File: src/rtl/ahbg_map.vh
// Address map, pin constants and timing counts for the converter host glue
`ifndef AHBG_MAP_VH
`define AHBG_MAP_VH
`define AHBG_IO_PORT        8'hE0
`define AHBG_MEM_BASE       16'h4000
`define AHBG_CONV_COUNT     5'h10
`define AHBG_STORE_BASE     5'h00
`define AHBG_DECODE_IO      2'h0
`define AHBG_DECODE_BIT     2'h1
`define AHBG_DECODE_MEM     2'h2
`define AHBG_IO_BIT_SEL     3'h0
`define AHBG_STROBE_NS      40
`define AHBG_STROBE_CYC     4'hA
`endif

File: src/rtl/ahbg_host_glue.v
// Host glue: bus decode to converter select and strobes, plus a 16-result collector
// Function
// - Converter mappable in memory or I/O space
// - I/O decode uses low or high address byte
// - I/O space allows narrower port decoder
// - Host strobes, gated by select, drive converter controls when not collecting
// - Port write starts, port read returns result
// - Decode address into active-low converter select
// - Up to eight devices: address bit selects
// - Output bit drives select for controller host
// - Dummy accesses generate read and write strobes
// - Collect sixteen results into consecutive storage
// - Initial selected read clears pending interrupt
// - Select, write, await interrupt, read, deselect
// - Combine generic strobes with request qualifiers
// - Selected I/O cycles stretched by eleven wait cycles (AHBG_STROBE_CYC plus one)
`timescale 1ns/1ps
`include "ahbg_map.vh"
module ahbg_host_glue (
    input  wire        clk,
    input  wire        reset_n,
    input  wire [15:0] cpuAddr,
    input  wire        cpuRead_n,
    input  wire        cpuWrite_n,
    input  wire        memory_request_n,
    input  wire        io_request_n,
    input  wire [1:0]  decodeMode,
    input  wire        useHighByte,
    input  wire        collectStart,
    input  wire        conv_intr_n,
    input  wire [7:0]  convData_i,
    output wire        conv_cs_n,
    output wire        conv_rd_n,
    output wire        conv_wr_n,
    output wire        mem_read_strobe,
    output wire        mem_write_strobe,
    output wire        cpuWait,
    output wire        collectBusy,
    output wire        collectDone,
    output wire [7:0]  resultData,
    output wire [3:0]  resultIndex,
    output wire        resultValid,
    output wire [7:0]  lastResult
);
    ////////////////////////////////////////////////////////////////////////////
    // Bus decode
    localparam S_IDLE  = 6'b00_0001;
    localparam S_CLEAR = 6'b00_0010;
    localparam S_WRITE = 6'b00_0100;
    localparam S_WAIT  = 6'b00_1000;
    localparam S_READ  = 6'b01_0000;
    localparam S_DONE  = 6'b10_0000;

    function [7:0] ioByte;
        input [15:0] a;
        input        hi;
        begin
            ioByte = hi ? a[15:8] : a[7:0];
        end
    endfunction

    // Count one cycle off a strobe or wait counter
    function [3:0] cntDown;
        input [3:0] c;
        begin
            cntDown = c - 4'h1;
        end
    endfunction

    wire       ioRead      = ~cpuRead_n & ~io_request_n;
    wire       ioWrite     = ~cpuWrite_n & ~io_request_n;
    wire       memRead     = ~cpuRead_n & ~memory_request_n;
    wire       memWrite    = ~cpuWrite_n & ~memory_request_n;
    wire [7:0] portNum     = ioByte(cpuAddr, useHighByte);
    wire       ioHit       = (decodeMode == `AHBG_DECODE_IO) &&
                             (portNum == `AHBG_IO_PORT);
    wire       bitHit      = (decodeMode == `AHBG_DECODE_BIT) &&
                             ~cpuAddr[`AHBG_IO_BIT_SEL];
    wire       memHit      = (decodeMode == `AHBG_DECODE_MEM) &&
                             (cpuAddr == `AHBG_MEM_BASE);
    wire       ioCycle     = ioRead | ioWrite;
    wire       busSel      = ((ioHit | bitHit) & ioCycle) |
                             (memHit & (memRead | memWrite));

    ////////////////////////////////////////////////////////////////////////////
    // Wait-state stretch of I/O strobes
    reg  [3:0] waitCnt_reg;
    reg  [3:0] waitCnt_next;
    reg        ioCycleD_reg;
    always @* begin
        waitCnt_next = waitCnt_reg;
        if (ioCycle & ~ioCycleD_reg)
            waitCnt_next = `AHBG_STROBE_CYC;
        else if (waitCnt_reg != 4'h0)
            waitCnt_next = cntDown(waitCnt_reg);
    end
    always @(posedge clk or negedge reset_n) begin
        if (!reset_n) begin
            waitCnt_reg  <= 4'h0;
            ioCycleD_reg <= 1'b0;
        end else begin
            waitCnt_reg  <= waitCnt_next;
            ioCycleD_reg <= ioCycle;
        end
    end
    assign cpuWait = ioCycle & busSel & ((~ioCycleD_reg) | (waitCnt_reg != 4'h0));

    ////////////////////////////////////////////////////////////////////////////
    // Collector sequencer
    reg [5:0] state_reg;
    reg [5:0] state_next;
    reg [4:0] count_reg;
    reg [4:0] count_next;
    reg [3:0] strobe_reg;
    reg [3:0] strobe_next;
    reg [7:0] result_reg;
    reg [7:0] result_next;
    reg       valid_reg;
    reg       valid_next;
    reg [3:0] index_reg;
    reg [3:0] index_next;
    reg [7:0] store_reg [0:15];

    always @* begin
        state_next  = state_reg;
        count_next  = count_reg;
        strobe_next = strobe_reg;
        result_next = result_reg;
        valid_next  = 1'b0;
        index_next  = index_reg;
        case (state_reg)
            S_IDLE: begin
                if (collectStart) begin
                    state_next  = S_CLEAR;
                    strobe_next = `AHBG_STROBE_CYC;
                    count_next  = `AHBG_CONV_COUNT;
                    index_next  = 4'h0;
                end
            end
            S_CLEAR: begin
                if (strobe_reg == 4'h1) begin
                    state_next  = S_WRITE;
                    strobe_next = `AHBG_STROBE_CYC;
                end else
                    strobe_next = cntDown(strobe_reg);
            end
            S_WRITE: begin
                if (strobe_reg == 4'h1)
                    state_next = S_WAIT;
                else
                    strobe_next = cntDown(strobe_reg);
            end
            S_WAIT: begin
                if (!conv_intr_n) begin
                    state_next  = S_READ;
                    strobe_next = `AHBG_STROBE_CYC;
                end
            end
            S_READ: begin
                if (strobe_reg == 4'h1) begin
                    result_next = convData_i;
                    valid_next  = 1'b1;
                    count_next  = count_reg - 5'h01;
                    if (count_reg == 5'h01)
                        state_next = S_DONE;
                    else begin
                        state_next  = S_WRITE;
                        strobe_next = `AHBG_STROBE_CYC;
                    end
                end else
                    strobe_next = cntDown(strobe_reg);
            end
            S_DONE: begin
                if (!collectStart)
                    state_next = S_IDLE;
            end
            default: state_next = S_IDLE;
        endcase
    end

    always @(posedge clk or negedge reset_n) begin
        if (!reset_n) begin
            state_reg  <= S_IDLE;
            count_reg  <= 5'h00;
            strobe_reg <= 4'h0;
            result_reg <= 8'h00;
            valid_reg  <= 1'b0;
            index_reg  <= 4'h0;
        end else begin
            state_reg  <= state_next;
            count_reg  <= count_next;
            strobe_reg <= strobe_next;
            result_reg <= result_next;
            valid_reg  <= valid_next;
            index_reg  <= valid_reg ? index_reg + 4'h1 : index_next;
        end
    end

    always @(posedge clk) begin
        if (valid_next)
            store_reg[index_reg] <= convData_i;
    end

    ////////////////////////////////////////////////////////////////////////////
    // Pin drive
    wire seqActive = ~state_reg[0] & ~state_reg[5];
    wire seqSel    = state_reg[1] | state_reg[2] | state_reg[3] | state_reg[4];
    wire seqRead   = state_reg[1] | state_reg[4];
    wire seqWrite  = state_reg[2];

    assign conv_cs_n        = ~(seqActive ? seqSel : busSel);
    assign conv_rd_n        = ~(seqActive ? seqRead : (busSel & (ioRead | memRead)));
    assign conv_wr_n        = ~(seqActive ? seqWrite : (busSel & (ioWrite | memWrite)));
    assign mem_read_strobe  = memRead;
    assign mem_write_strobe = memWrite;
    assign collectBusy      = seqActive;
    assign collectDone      = state_reg[5];
    assign resultData       = result_reg;
    assign resultValid      = valid_reg;
    assign resultIndex      = index_reg;
    assign lastResult       = store_reg[4'hF];
endmodule // ahbg_host_glue

File: config.mk
export PLATFORM = sky130hd
export DESIGN_NAME = ahbg_host_glue
export DESIGN_NICKNAME = d
export VERILOG_FILES = /design/src/rtl/ahbg_host_glue.v
export VERILOG_INCLUDE_DIRS = /design/src /design/src/rtl
export SDC_FILE = /design/constraint.sdc
export NUM_CORES = 1
export LEC_CHECK = 0
export ABC_AREA = 1
export ABC_CLOCK_PERIOD_IN_PS = 2900
export BUFFER_PORTS_ARGS = -buffer_cell sky130_fd_sc_hd__clkbuf_2
export CAP_MARGIN = 40
export CORE_ASPECT_RATIO = 1.75
export CORE_MARGIN = 3
export CORE_UTILIZATION = 50
export DETAILED_ROUTE_END_ITERATION = 7
export PLACE_DENSITY_LB_ADDON = 0.3
export REMOVE_ABC_BUFFERS = 1
export SLEW_MARGIN = 20
export SYNTH_ARGS = -nofsm -noshare
export SYNTH_HDL_FRONTEND = slang
export SYNTH_SLANG_ARGS = --single-unit
File: constraint.sdc
create_clock -name clk -period 2.9 [get_ports clk]
set_input_delay 0.29 -clock clk [delete_from_list [all_inputs] [get_ports clk]]
set_output_delay 0.29 -clock clk [all_outputs]
set_load 0.01 [all_outputs]
==> reports/metrics.csv <==
metric,value,unit
VDD IR max,735,uV
"commonest non-fill, non-tap cell in the layout",nand2_1,
Non-Filler Instances,396,
width of the chip,56.3,um
Clk Tree Root Cell,clkbuf_8,
Setup Buffers After CTS,0,
post-synthesis sequential area ratio,48.3,%
Routed WL,4540,um
# setup viols final,0,
WP buf/inv,1,
Placer Congestion,0.870,
Clock Latency Late Sink,290,ps
DR pass1 iterations,4,
critical register-to-register path startpoint,state_reg[1]$_DFFE_PN0P_,
number of global-route vias before repair,1861,
Crit Path Class,register to register,
required time of the critical path,2820,ps
first-pass GRT wire length,7690,um
DIE AREA,0.00529,mm2
async set or reset register ratio after synthesis,80.5,%
Post-synth top flop,dfrtp_1,
grt total ovfl,0,
Final min period,2210,ps
worst-margin pin slew,601,ps
Total Nets Final,388,
post-route DRC violation count,0,
pwr/cell area,771,mW/mm2
Core ar.,0.00419,mm2
CP arrival,2130,ps
count of state elements after synthesis,41,
Initial Utilization,52.8,%
sum of negative setup slack,0,ps
r2r endpoint,store_reg[15][3]$_DFFE_PP_,
WHS Endpoint,store_reg[15][7]$_DFFE_PP_,
Fmax,0.453,GHz
count of final hold-check violations,0,
area delta synth->final,22.8,%
synthesized area,0.00221,mm2
First DRT Iteration DRCs,50,
Max-slew headroom,59.8,%
largest net degree at the start of global routing,34,
Via-to-Cell Ratio,5.00,
"commonest cells after routing, fill and taps aside","77 x nand2_1, 63 x clkbuf_2, 40 x inv_1, 32 x dfrtp_1, 31 x nor2_1",
Core Rows,31,
Worst Clk Skew,8.49,ps
Ys Warns,0,
ant diodes,0,
pins over their slew limit,0,
Sink Count,41,
Static Leak,0.00147,uW
via count,1981,
Inst Count DP,386,
placed wire-length estimate,3740,um
Worst Hold Class,input port to register,
CTS tree,done,
Worst setup SP type,register,
worst path cell trace,"nor2_1, nand3_2, nor2_4, inv_2, nor3b_2",
Max Root-Sink Buffers,2,
clk slew on worst S/H paths,80,ps
Netlist cell types,31,
max cap viols,0,
CP peak stage delay,540,ps
port bufs,63,
Die Ht,94.0,um
CP max stage cell,nor3b_2,
Post-Synthesis Cells,275,
initial antenna violation count,0,
Final Util,64.8,%
Setup crit end kind,register,
CTS Buf Count,5,
gr usage total,18.5,%
Crit Path Max Fanout,13,
fin crit share,76.2,%
hold path depth,1,
H-tree level count,2,
R2R setup slack,690,ps
final worst setup slack,691,ps
Worst Reg-to-Reg Cells,5,
num ports,64,
Fin Hold WS,184,ps
"delay-heaviest family, CP",simple AND/OR/NAND/NOR gates,
share of layout cells above drive strength 1,25.9,%
Hold Crit Start,convData_i[7],
drt wl/cell,11.5,um
Mean Syn Cell Area,8.04,um2
"EDFF count, synth",8,
Post-CTS Resized,0,
RSZ-0062 raised after global routing,false,
post-route ant nets,0,
Place WS,670,ps
status,"complete, no violations",
[through the flow]
| stage | total power (uW) | instance area (um2) |
|---|---|---|
| final | 2090 | 2710 |
| after global placement | 1650 | 2580 |
| after global routing | 2290 | 2710 |
| after floorplan | 1440 | 2200 |
| after detailed placement | 1670 | 2580 |
| after CTS | 2110 | 2680 |
[timing repair]
item                       CTS  global route
setup endpoints to repair    0             0
hold buffers                 0             1
hold endpoints to repair     0             5
[power breakdown]
| group | internal, uW | total, uW | leakage (uW) | switching, uW |
|---|---|---|---|---|
| Sequential | 708 | 795 | 0.000464 | 87.0 |
| Combinational | 326 | 858 | 0.000949 | 532 |
| Clock | 255 | 441 | 0.0000552 | 186 |
| Total | 1290 | 2090 | 0.00147 | 804 |
[per-layer routing]
| layer | share of wire, % | global-route usage (%) | up-vias |
|---|---|---|---|
| li1 | - | - | 1010 |
| met1 | 37 | 18.3 | 899 |
| met2 | 53 | 34.9 | 63 |
| met3 | 7.5 | 4.81 | 9 |
| met4 | 2.3 | 8.71 | 0 |
| met5 | 0 | 0 | - |
[worst reg2reg max path: cells and delay by family, from the launching register on]
family,cells,cell delay [ps]
buffers and inverters,1,170
DFF,1,390
and+or+nand+nor,4,1290
[kinds of logic (layout without fill, tap and decap cells)]
group	Yosys count	count (layout)	share of synthesized area, %
adder cells (fa/ha/maj)	7	7	3.96
buffers and inverters	43	115	7.64
AO/OA/AOI/OAI	29	29	7.87
AND/OR/NAND/NOR	150	150	30.3
XOR/XNOR	5	5	1.98
flip-flops	41	41	48.3
[worst max path at each step]
stage,start,to,slack [ps],depth (start not counted)
4_1_cts,state_reg[1]$_DFFE_PN0P_,store_reg[15][3]$_DFFE_PP_,660,5
5_1_grt,state_reg[1]$_DFFE_PN0P_,store_reg[15][3]$_DFFE_PP_,490,5
3_3_place_gp,state_reg[1]$_DFFE_PN0P_,store_reg[15][2]$_DFFE_PP_,730,5
2_1_floorplan,state_reg[5]$_DFFE_PN0P_,store_reg[15][0]$_DFFE_PP_,1010,5
6_report,state_reg[1]$_DFFE_PN0P_,store_reg[15][3]$_DFFE_PP_,690,5
3_5_place_dp,state_reg[1]$_DFFE_PN0P_,store_reg[15][3]$_DFFE_PP_,670,5
[area by class of cell]
cell class | instances | area, um2
well taps | 49 | 61.3
flip-flops and latches | 41 | 1070
repair buffers | 65 | 345
clock buffers | 6 | 72.6
multi-input cells | 191 | 975
inverters | 42 | 158
fillers | 384 | 1480
clock inverters | 2 | 35.0
[cell usage after synthesis (2+ instances only)]
cell / n / area (um2)
a21oi_1: 6 / 30.0
dfrtp_1: 32 / 801
edfxtp_1: 8 / 240
ha_1: 7 / 87.6
inv_1: 40 / 150
inv_2: 2 / 7.51
nand2_1: 77 / 289
nand3_1: 19 / 95.1
nand3_2: 4 / 40.0
nand4_1: 3 / 18.8
nor2_1: 31 / 116
nor2_2: 3 / 18.8
nor2_4: 2 / 22.5
nor3_1: 5 / 25.0
o21a_1: 2 / 15.0
o21ai_0: 13 / 65.1
o22ai_1: 2 / 12.5
or2_2: 3 / 18.8
xor2_1: 4 / 35.0
No activity file was read; power rests on OpenSTA's default activity.
